$ cat src/logic/mmvd_params.svh
// constants for the memory map and vector decoder
// assumes a 16-bit byte-addressed cpu bus on one clock
// Function
// the decoder covers a 64 Kbyte space addressed by 16 bits.
// addresses 0000h to 007Fh select peripheral registers, also by short direct addressing.
// ram at 0080h to 00FFh is reachable by short direct addressing and by full address.
// 0100h to 01FFh serves as banked general registers and stays ordinary ram.
// the register region holds 8, 16 or 32 banks ending at 013Fh, 017Fh or 01FFh.
// reset does not clear or initialise ram contents.
// FFC0h to FFFFh is the vector table, each entry a 16-bit handler address.
// vector call n takes its target from FFC0h plus 2n, upper byte at the even address.
// irq line zero uses FFFAh, each higher line the next lower entry, down to FFE4h.
// the reset vector is read upper byte at FFFEh and lower byte at FFFFh.
// the mode-data byte sits at FFFDh and FFFCh is unused and holds FFh.
// 16-bit memory accesses put the upper byte at the address and the lower next.
// a 16-bit operand is taken upper byte first right after the opcode.
// a 16-bit stack push puts the upper byte at the lower stack address.
// reset loads the program counter with the mode-data address FFFDh.
// addresses outside io, implemented ram and rom go to the external area.
`ifndef MMVD_PARAMS_SVH
`define MMVD_PARAMS_SVH
`define MMVD_IO_LO 16'h0000
`define MMVD_IO_HI 16'h007F
`define MMVD_DIR_LO 16'h0080
`define MMVD_DIR_HI 16'h00FF
`define MMVD_GPR_LO 16'h0100
`define MMVD_GPR_HI8 16'h013F
`define MMVD_GPR_HI16 16'h017F
`define MMVD_GPR_HI32 16'h01FF
`define MMVD_BANK_BYTES 16'h0008
`define MMVD_VEC_LO 16'hFFC0
`define MMVD_VEC_HI 16'hFFFF
`define MMVD_VECTOR_CALL_INSTR_BASE 16'hFFC0
`define MMVD_IRQ_LINE_ZERO_VEC 16'hFFFA
`define MMVD_IRQ_LAST 4'hB
`define MMVD_MODE_UNUSED 16'hFFFC
`define MMVD_MODE_DATA 16'hFFFD
`define MMVD_RESET_VEC 16'hFFFE
`define MMVD_UNUSED_FILL 8'hFF
`define MMVD_RAM_TOP 16'h047F
`define MMVD_ROM_BASE 16'hE000
`endif

$ cat src/logic/mmvd_pkg.sv
// types for the memory map and vector decoder
// assumes the params header sits beside it
package mmvd_pkg;
  typedef enum logic [1:0] {
    MMVD_SZ_BYTE,
    MMVD_SZ_WORD
  } mmvd_size_type;

  typedef enum logic [2:0] {
    MMVD_VK_NONE,
    MMVD_VK_VECTOR_CALL_INSTR,
    MMVD_VK_IRQ,
    MMVD_VK_MODE,
    MMVD_VK_RESET
  } mmvd_vkind_type;

  typedef struct packed {
    logic io;
    logic ram;
    logic direct;
    logic gpr;
    logic vec;
    logic rom;
    logic ext;
    logic unused_fill;
  } mmvd_sel_type;

  typedef struct packed {
    logic valid;
    logic write;
    logic [15:0] addr;
  } mmvd_beat_type;
endpackage

$ cat src/logic/mmvd_region_decode.sv
// combinational region decoder for one 16-bit byte address
// assumes ram and rom bounds are set by the instantiating top
`timescale 1ns/1ps
`include "mmvd_params.svh"
module mmvd_region_decode #(
  parameter logic [15:0] RAM_TOP = `MMVD_RAM_TOP,
  parameter logic [15:0] ROM_BASE = `MMVD_ROM_BASE,
  parameter logic [15:0] GPR_TOP = `MMVD_GPR_HI32
) (
  input wire logic [15:0] i_addr,
  output mmvd_pkg::mmvd_sel_type o_sel
);
  import mmvd_pkg::*;

  // ==========================================
  // region compare
  always_comb begin
    o_sel = '0;
    o_sel.io = (i_addr <= `MMVD_IO_HI);
    o_sel.direct = (i_addr >= `MMVD_DIR_LO) && (i_addr <= `MMVD_DIR_HI);
    o_sel.ram = (i_addr > `MMVD_IO_HI) && (i_addr <= RAM_TOP);
    // gpr window stays plain ram as well
    o_sel.gpr = (i_addr >= `MMVD_GPR_LO) && (i_addr <= GPR_TOP) && o_sel.ram;
    o_sel.rom = (i_addr >= ROM_BASE);
    o_sel.vec = (i_addr >= `MMVD_VEC_LO);
    o_sel.unused_fill = (i_addr == `MMVD_MODE_UNUSED);
    o_sel.ext = !(o_sel.io || o_sel.ram || o_sel.rom);
  end
endmodule

$ cat src/logic/mmvd_decoder.sv
// memory map, vector address and byte-order sequencer for an 8-bit cpu
// assumes the cpu core on the same clock; ram content itself lives elsewhere
`timescale 1ns/1ps
`include "mmvd_params.svh"
module mmvd_decoder #(
  parameter int GPR_BANKS = 32,
  parameter logic [15:0] RAM_TOP = `MMVD_RAM_TOP,
  parameter logic [15:0] ROM_BASE = `MMVD_ROM_BASE
) (
  input wire logic i_clk_sys,
  input wire logic i_resetn,
  input mmvd_pkg::mmvd_beat_type i_req,
  input mmvd_pkg::mmvd_size_type i_size,
  input wire logic [15:0] i_wdata,
  input wire logic [7:0] i_rdata_byte,
  input wire logic i_direct_mode,
  input wire logic [7:0] i_direct_off,
  input wire logic i_gpr_mode,
  input wire logic [4:0] i_bank,
  input wire logic [2:0] i_gpr_idx,
  input wire logic i_vector_call_instr,
  input wire logic [2:0] i_vcall_idx,
  input wire logic i_irq_take,
  input wire logic [3:0] i_irq_num,
  input wire logic i_reset_fetch,
  input wire logic i_mode_fetch,
  output logic o_busy,
  output logic [15:0] o_bus_addr,
  output logic o_bus_valid,
  output logic o_bus_write,
  output logic [7:0] o_bus_wdata,
  output mmvd_pkg::mmvd_sel_type o_sel,
  output logic [15:0] o_rdata,
  output logic o_rdone,
  output logic [15:0] o_pc_reset,
  output logic o_bad_vec
);
  import mmvd_pkg::*;

  // ==========================================
  // helpers
  // size of the gpr window depends on the variant bank count
  localparam logic [15:0] GPR_TOP = (GPR_BANKS == 8) ? `MMVD_GPR_HI8 :
    (GPR_BANKS == 16) ? `MMVD_GPR_HI16 : `MMVD_GPR_HI32;

  function automatic logic [15:0] vec_vector_call_instr(input logic [2:0] n);
    vec_vector_call_instr = `MMVD_VECTOR_CALL_INSTR_BASE + {12'h000, n, 1'b0};
  endfunction

  function automatic logic [15:0] vec_irq(input logic [3:0] n);
    vec_irq = `MMVD_IRQ_LINE_ZERO_VEC - {11'h000, n, 1'b0};
  endfunction

  // ==========================================
  // state
  typedef enum logic [1:0] {
    ST_IDLE,
    ST_HI,
    ST_LO
  } mmvd_st_type;

  mmvd_st_type st_q, st_d;
  logic [15:0] base_q, base_d;
  logic [15:0] wd_q, wd_d;
  logic wr_q, wr_d;
  logic word_q, word_d;
  logic [7:0] hi_q, hi_d;
  logic [15:0] rdata_q, rdata_d;
  logic rdone_q, rdone_d;
  logic [15:0] addr_q, addr_d;
  logic valid_q, valid_d;
  logic bwr_q, bwr_d;
  logic [7:0] bwd_q, bwd_d;
  logic bad_q, bad_d;
  logic busy_q, busy_d;
  logic [15:0] pc_q, pc_d;
  mmvd_sel_type sel_w;
  mmvd_sel_type sel_q;

  // decode of the next bus address, registered in step with it
  mmvd_region_decode #(
    .RAM_TOP(RAM_TOP),
    .ROM_BASE(ROM_BASE),
    .GPR_TOP(GPR_TOP)
  ) u_region (
    .i_addr(addr_d),
    .o_sel(sel_w)
  );

  // ==========================================
  // request sequencing
  always_comb begin
    logic [15:0] a;
    logic go;
    a = i_req.addr;
    go = 1'b0;
    st_d = st_q;
    base_d = base_q;
    wd_d = wd_q;
    wr_d = wr_q;
    word_d = word_q;
    hi_d = hi_q;
    rdata_d = rdata_q;
    rdone_d = 1'b0;
    addr_d = addr_q;
    valid_d = 1'b0;
    bwr_d = 1'b0;
    bwd_d = bwd_q;
    bad_d = 1'b0;
    pc_d = `MMVD_MODE_DATA;
    case (st_q)
      ST_IDLE: begin
        // priority: reset vector, mode data, irq, vector call, plain access
        if (i_reset_fetch) begin
          a = `MMVD_RESET_VEC;
          go = 1'b1;
          wr_d = 1'b0;
          word_d = 1'b1;
        end else if (i_mode_fetch) begin
          a = `MMVD_MODE_DATA;
          go = 1'b1;
          wr_d = 1'b0;
          word_d = 1'b0;
        end else if (i_irq_take) begin
          bad_d = (i_irq_num > `MMVD_IRQ_LAST);
          a = vec_irq(i_irq_num);
          go = !bad_d;
          wr_d = 1'b0;
          word_d = 1'b1;
        end else if (i_vector_call_instr) begin
          a = vec_vector_call_instr(i_vcall_idx);
          go = 1'b1;
          wr_d = 1'b0;
          word_d = 1'b1;
        end else if (i_req.valid) begin
          if (i_direct_mode) begin
            a = {8'h00, i_direct_off};
          end else if (i_gpr_mode) begin
            a = `MMVD_GPR_LO + {8'h00, i_bank, i_gpr_idx};
          end
          go = 1'b1;
          wr_d = i_req.write;
          word_d = (i_size == MMVD_SZ_WORD);
        end
        if (go) begin
          base_d = a;
          wd_d = i_wdata;
          addr_d = a;
          valid_d = 1'b1;
          bwr_d = wr_d;
          // upper byte goes to the lower address first
          bwd_d = word_d ? i_wdata[15:8] : i_wdata[7:0];
          st_d = ST_HI;
        end
      end
      ST_HI: begin
        if (word_q) begin
          hi_d = i_rdata_byte;
          addr_d = base_q + 16'h0001;
          valid_d = 1'b1;
          bwr_d = wr_q;
          bwd_d = wd_q[7:0];
          st_d = ST_LO;
        end else begin
          rdata_d = {8'h00, i_rdata_byte};
          rdone_d = !wr_q;
          st_d = ST_IDLE;
        end
      end
      ST_LO: begin
        rdata_d = {hi_q, i_rdata_byte};
        rdone_d = !wr_q;
        st_d = ST_IDLE;
      end
      default: begin
        st_d = ST_IDLE;
      end
    endcase
    // busy is registered so the cpu sees it from a flop, not from state decode
    busy_d = (st_d != ST_IDLE);
  end

  // ram contents are never touched here, so reset clears no storage
  always_ff @(posedge i_clk_sys or negedge i_resetn) begin
    if (!i_resetn) begin
      st_q <= ST_IDLE;
      base_q <= 16'h0000;
      wd_q <= 16'h0000;
      wr_q <= 1'b0;
      word_q <= 1'b0;
      hi_q <= 8'h00;
      rdata_q <= 16'h0000;
      rdone_q <= 1'b0;
      addr_q <= `MMVD_MODE_DATA;
      valid_q <= 1'b0;
      bwr_q <= 1'b0;
      bwd_q <= 8'h00;
      bad_q <= 1'b0;
      sel_q <= '0;
      busy_q <= 1'b0;
      pc_q <= `MMVD_MODE_DATA;
    end else begin
      st_q <= st_d;
      base_q <= base_d;
      wd_q <= wd_d;
      wr_q <= wr_d;
      word_q <= word_d;
      hi_q <= hi_d;
      rdata_q <= rdata_d;
      rdone_q <= rdone_d;
      addr_q <= addr_d;
      valid_q <= valid_d;
      bwr_q <= bwr_d;
      bwd_q <= bwd_d;
      bad_q <= bad_d;
      sel_q <= sel_w;
      busy_q <= busy_d;
      pc_q <= pc_d;
    end
  end

  // ==========================================
  // outputs
  assign o_busy = busy_q;
  assign o_bus_addr = addr_q;
  assign o_bus_valid = valid_q;
  assign o_bus_write = bwr_q;
  assign o_bus_wdata = bwd_q;
  assign o_sel = sel_q;
  assign o_rdata = rdata_q;
  assign o_rdone = rdone_q;
  assign o_pc_reset = pc_q;
  assign o_bad_vec = bad_q;
endmodule

$ cat config.mk
export PLATFORM = sky130hd
export DESIGN_NAME = mmvd_decoder
export DESIGN_NICKNAME = d
export VERILOG_FILES = /design/src/logic/mmvd_pkg.sv /design/src/logic/mmvd_region_decode.sv /design/src/logic/mmvd_decoder.sv
export VERILOG_INCLUDE_DIRS = /design/src /design/src/logic
export SDC_FILE = /design/constraint.sdc
export NUM_CORES = 1
export LEC_CHECK = 0
export BUFFER_PORTS_ARGS = -buffer_cell sky130_fd_sc_hd__buf_4
export CAP_MARGIN = 20
export CORE_AREA = 4 4 100 102
export CTS_CLUSTER_DIAMETER = 50
export DETAILED_ROUTE_END_ITERATION = 12
export DIE_AREA = 0 0 104 106
export GPL_TIMING_DRIVEN = 0
export HOLD_SLACK_MARGIN = 0.05
export PLACE_DENSITY = 0.78
export SYNTH_ARGS = -nofsm -noshare
export SYNTH_HDL_FRONTEND = slang
export SYNTH_SLANG_ARGS = --single-unit
$ cat constraint.sdc
create_clock -name i_clk_sys -period 3.5 [get_ports i_clk_sys]
set_clock_uncertainty 0.05 [all_clocks]
set_input_delay 0.875 -clock i_clk_sys [delete_from_list [all_inputs] [get_ports i_clk_sys]]
set_output_delay 0.875 -clock i_clk_sys [all_outputs]
set_load 0.005 [all_outputs]
# --- After elaboration in Yosys (flattened, before gate mapping) ---
# Index checks and enable logic that the tools add are counted.
totals:
  register_bits: 89
  latchBits: 0
  ramBits: 0
  rom_bits: 0
  in_bits: 75
  out_inout_bits: 69
  word_cells: 108
  memories: 0
op_classes:
  add_sub_neg: 4
  mul: 0
  div: 0
  magnitude_cmp: 10
  eq_ne: 7
  n_shift: 0
  muxes: 48
  bitwise_logic: 0
  reduce_logical: 17
op_table:
  columns: ["cell", "count"]
  rows:
  - ["$mux W16", 10]
  - ["$pmux W16 S2", 2]
  - ["$ge A16 B16 Y1 const B", 2]
  - ["$mux W1", 26]
  - ["$mux W8", 3]
  - ["$add A16 B1 Y16 const B", 1]
  - ["$eq A16 B16 Y1 const B", 1]
  - ["$ge A16 B8 Y1 const B", 1]
  - ["$ge A16 B9 Y1 const B", 1]
  - ["$gt A16 B7 Y1 const B", 1]
  - ["$le A16 B11 Y1 const B", 1]
  - ["$le A16 B7 Y1 const B", 1]
  - ["$le A16 B8 Y1 const B", 1]
  - ["$le A16 B9 Y1 const B", 1]
  - ["$pmux W8 S2", 1]
  - ["$add A9 B8 Y10 const A", 1]
  - ["$add A7 B5 Y8 const A", 1]
  - ["$sub A4 B6 Y7 const A", 1]
  - ["$ne A2 B2 Y1 const B", 3]
  - ["$pmux W1 S2", 3]
  - ["$reduce_and A2 Y1", 3]
  - ["$reduce_bool A2 Y1", 3]
  - ["$eq A2 B1 Y1 const B", 2]
  - ["$gt A4 B4 Y1 const B", 1]
  - ["8 further kinds", 15]

# --- Depth between registers and ports, before layout ---
logic_depth:
  word_depth: 15
  mapped_depth: 11
  depth_no_buf: 9

# --- By module ---
# From an unflattened synthesis, not the netlist that was laid out.
hier_totals:
  hier_cells: 447
  area_unflattened_um2: 4596.9
modules_own_cells:
  columns: ["module", "n_inst", "cells_each", "area_per_inst_um2", "seq_area_each_um2"]
  rows:
  - ["mmvd_decoder", 1, 428, 4473.0, 2245.9]
  - ["mmvd_region_decode", 1, 19, 123.9, 0.0]

# --- Worst setup path after synthesis ---
# No wires, ideal clock.
synth_timing:
  path_type: "input to register"
  from: "in i_reset_fetch"
  to: "reg sel_q (netlist bit o_sel[5])"
  setup_time_ps: 80
  arrival_time_ps: 3043
  t_required_ps: 3370
  setup_slack_ps: 327
  path_stages: 9
  n_path_buf: 2
  cell_sequence: "buf_2 or4_4 buf_6 o221ai_4 nor2_2 a221o_1 a2111oi_4 nand4_2 nor3b_2"
synth_lines:
  columns: ["item", "line_no", "source"]
  rows:
  - ["start, declared", "mmvd_decoder.sv:25", "input wire logic i_reset_fetch,"]
  - ["end signal, assigned", "mmvd_decoder.sv:216", "sel_q <= sel_w;"]
  - ["end, declared", "mmvd_decoder.sv:78", "mmvd_sel_type sel_q;"]

# --- Final worst setup path ---
layout_timing:
  from: "in i_reset_fetch"
  to: "reg wd_q[7]"
layout_between:
  elab_chain_cells: 3
layout_lines:
  columns: ["item", "line_no", "source"]
  rows:
  - ["$mux W1", "mmvd_decoder.sv:114", "if (i_reset_fetch) begin"]
  - ["$mux W1", "mmvd_decoder.sv:111", "case (st_q)"]
  - ["$reduce_and A2 Y1 (no source line)", null, null]
  - ["end signal, assigned", "mmvd_decoder.sv:205", "wd_q <= wd_d;"]
  - ["end, declared", "mmvd_decoder.sv:64", "logic [15:0] wd_q, wd_d;"]
# No other way between the ends. The select of a mux whose other input is x is not followed.
# A chain may end at the register's enable or synchronous reset.

==> metrics list <==
* Total placed cells including tap cells: 703
- Of the cells placed in the final design, the portion with a size suffix greater than 1 is 0.337.
- In this run the power spent charging and discharging nets is 2.06 mW.
* Critical Path RT: 3.70 ns
* P_leak: 2.77 nW
- Internal power comes to 3.02 mW.
* Top cell by count, worst path: clkbuf_1
- Synthesis warning total: 0
- Of the total power, the share spent switching nets is 0.406.
- The via count of the first global-routing pass is 4,054.
* Gr usage total: 0.228
* CTS clk-pin slew, worst paths: 0.09 ns
- Effective utilization at floorplan: 0.503
* Insertion delay to the later sink of the worst-skew pair: 0.35 ns
- Endpoint arrival time on the critical path: 3.39 ns
- Global-route wire length before repair: 20.1 mm
* Worst Tran Pin Value: 0.994 ns
- DIE AREA: 11,000 um^2
- Setup violations remaining at the end of the flow were counted as 0.
- NumNets Final: 684
* Minimum hold slack: 0.337 ns
- After detailed routing, the number of vias per cell comes to 5.51.
- Row cnt: 35
- Once layout is complete, the utilization of the core stands at 0.651.
* Kind of capture point of the worst setup path: flip-flop
- The share of total power dissipated in combinational logic is 0.493.
- The clock passes through at most 2 buffers.
- At the end of routability-driven placement, the weighted congestion stood at 0.905.
* Pin count of the biggest net entering global routing: 90
- Number of non-filler instances in the completed layout: 720
- Of the total power, registers draw 0.379.
- The number of antenna violations at the first check in global routing came to 0.
- The routed design could run at a clock period as short as 3.20 ns.
* Sequential cell area fraction in the yosys report: 0.490
* Share of the cycle needed by the critical path after routing: 0.913
- Worst Path Max Fanout: 10
- Startpoint types: input pin
* Critical path startpoint: i_reset_fetch
- Number of top-level pins: 144
* CTS tree: built
- Hold violation count in the final report: 0
- The number of antenna diodes in the final layout is 0.
- Synth async-reset ratio: 1.00
- Post-synthesis to final-layout area growth: 29.3%
- In this run, post-CTS hold repair placed 0 buffers.
- RSZ-0062 raised after global routing: no
* First-pass iteration count of the detailed router: 5
* Number of storage elements in the synthesis netlist: 89
- The signal on the critical path passes through buf_2 -> or4_4 -> buf_6 -> o221ai_4 -> clkbuf_1 -> clkbuf_1 -> mux2_2.
* Post-Route Setup TNS: 0 ns
- Sinks on the clock net: 89
- Number of gates resized after cts: 0
- Fill cell instance count of the final layout: 741
* Routed wire length: 12.5 mm
- Total number of vias: 3,970
* Power density over the cells: 857 nW/um^2
- The die is 106 um tall.
* Worst min path class: in -> async
- Across the VDD grid, the largest voltage drop is 471 uV.
* CORE AREA: 9110 um^2
* Mean cell area of the mapped netlist: 10.1 um^2
- Clock Root Buffer: clkbuf_8
* Run status: completed
* Cts bufs inserted: 9
- The slowest stage of the critical path is the or4_4 cell.
* Post-DRT Antenna Nets: 0
- Synthesis produced a netlist whose cell count is 452.
* Critical path's largest stage delay: 0.55 ns
* Number of buffers added for setup after CTS: 0
* Wire length per cell: 17.4 um
* Number of port buffers: 126
* Level count of the clock H-tree: 3
- In this run the tightest slew margin relative to its limit is 0.335.
* Number of pins exceeding their max-slew limit in the final report: 0
* Maximum achievable frequency: 313 MHz
- Unique cell type count in the Yosys netlist: 58
* Floorplan die width: 104 um
- For this run, the leading register cell type out of synthesis is dfrtp_1.
- Post-detailed-placement half-perimeter wirelength: 9.53 mm
- Grt ovf: 0
- First DRT Iteration DRCs: 270
- The synthesized design contains 0 enable-type register cells.
* Clock network power share: 0.128
* Crit path kind: in -> reg
- Total DRC errors in the routed layout: 0
* Max Cap Violations: 0
- Reg2Reg Launch Point: st_q[0]
- Netlist area before placement: 4580 um^2
## flip-flops by register name, summed over array words and instances (netlist names)
signal,count
base_q,16
hi_q,8
o_bad_vec,1
o_bus_addr,16
o_bus_valid,1
o_bus_wdata,8
o_bus_write,1
o_busy,1
o_rdata,16
o_rdone,1
o_sel,8
st_q,2
wd_q,8
word_q,1
wr_q,1
## layout by cell type (no fill, tap or decap), drive strengths merged, types with 6 or more instances in the layout
cell / count
a21o: 16
nand4: 10
nor2: 30
o22ai: 6
nand2: 53
conb: 16
inv: 10
a21oi: 26
xnor2: 11
a22oi: 8
a221o: 13
mux2i: 17
dfrtp: 74
dfstp: 15
mux2: 17
buf: 148
clkbuf: 32
nand3: 9
o21ai: 31
## cells by family after synthesis
kind of cell,count (synthesis),synth area share
AO/OA/AOI/OAI,122,0.184
adder cells (fa/ha/maj),5,0.0136
other,2,0.00164
XOR/XNOR,13,0.0248
AND/OR/NAND/NOR,137,0.150
flip-flops,89,0.490
multiplexers,34,0.0789
buffers and inverters,50,0.0570
## synthesized netlist by cell type, drive strengths merged (10+ instances only)
cell     n  area share
mux2i   17       0.037
o21ai   31       0.034
a21oi   26       0.028
dfstp   15       0.086
xnor2   11       0.021
nor2    30       0.025
a21o    16       0.026
buf     21       0.033
mux2    17       0.042
nand2   53       0.043
dfrtp   74        0.40
a221o   13       0.028
nand4   10       0.015
clkbuf  21       0.017
## layer usage
| metal | part of all wire | vias to the layer above | global-route usage |
|---|---|---|---|
| met3 | 0.053 | 28 | 0.0431 |
| met5 | 0 | - | 0 |
| met1 | 0.41 | 1903 | 0.288 |
| li1 | - | 1903 | - |
| met2 | 0.50 | 136 | 0.385 |
| met4 | 0.030 | 0 | 0.0940 |
## power groups by stage
| stage | logic (mW) | registers, mW | clock network, mW |
|---|---|---|---|
| floorplan | 1.56 | 1.87 | 0 |
| global placement | 2.41 | 1.90 | 0 |
| finish | 2.50 | 1.93 | 0.652 |
| CTS | 2.51 | 1.92 | 0.666 |
| global route | 2.76 | 1.99 | 0.717 |
| detailed placement | 2.49 | 1.93 | 0 |
## final timing paths
check | end | slack (ns) | cells past startpoint
hold reg to reg | o_rdone | 0.42 | 1
min in group i_clk_sys | o_rdone | 0.42 | 1
setup reg to reg | o_sel[0] | 0.44 | 11
setup / recovery | wd_q[7] | 0.30 | 7
hold / removal | base_q[2] | 0.34 | 1
max in group asynchronous | o_bus_addr[10] | 2.42 | 2
## worst max-delay path: cells and delay by family
family | cells | cell delay, ns
multiplexers | 1 | 0.40
buffers and inverters | 4 | 1.25
AO/OA/AOI/OAI | 1 | 0.31
AND/OR/NAND/NOR | 1 | 0.55
## through the flow
stage / setup slack [ns] / total power, mW / instance area, um^2
after floorplan: 0.327 / 3.43 / 4640
after global placement: -0.0123 / 4.31 / 5720
after detailed placement: -0.0655 / 4.42 / 5720
after CTS: 0.317 / 5.09 / 5900
after global routing: 0.213 / 5.47 / 5930
final: 0.304 / 5.08 / 5930
## area by class of cell
cell class | instances | area [um^2] | area share
flip-flops and latches | 89 | 2250 | 0.379
multi-input cells | 327 | 2130 | 0.359
repair buffers | 127 | 973 | 0.164
plain buffers | 42 | 231 | 0.0390
clock buffers | 11 | 141 | 0.0238
well taps | 111 | 139 | 0.0234
clock inverters | 5 | 38.8 | 0.00654
inverters | 8 | 30.0 | 0.00506
Power figures use the tool's default switching activity.
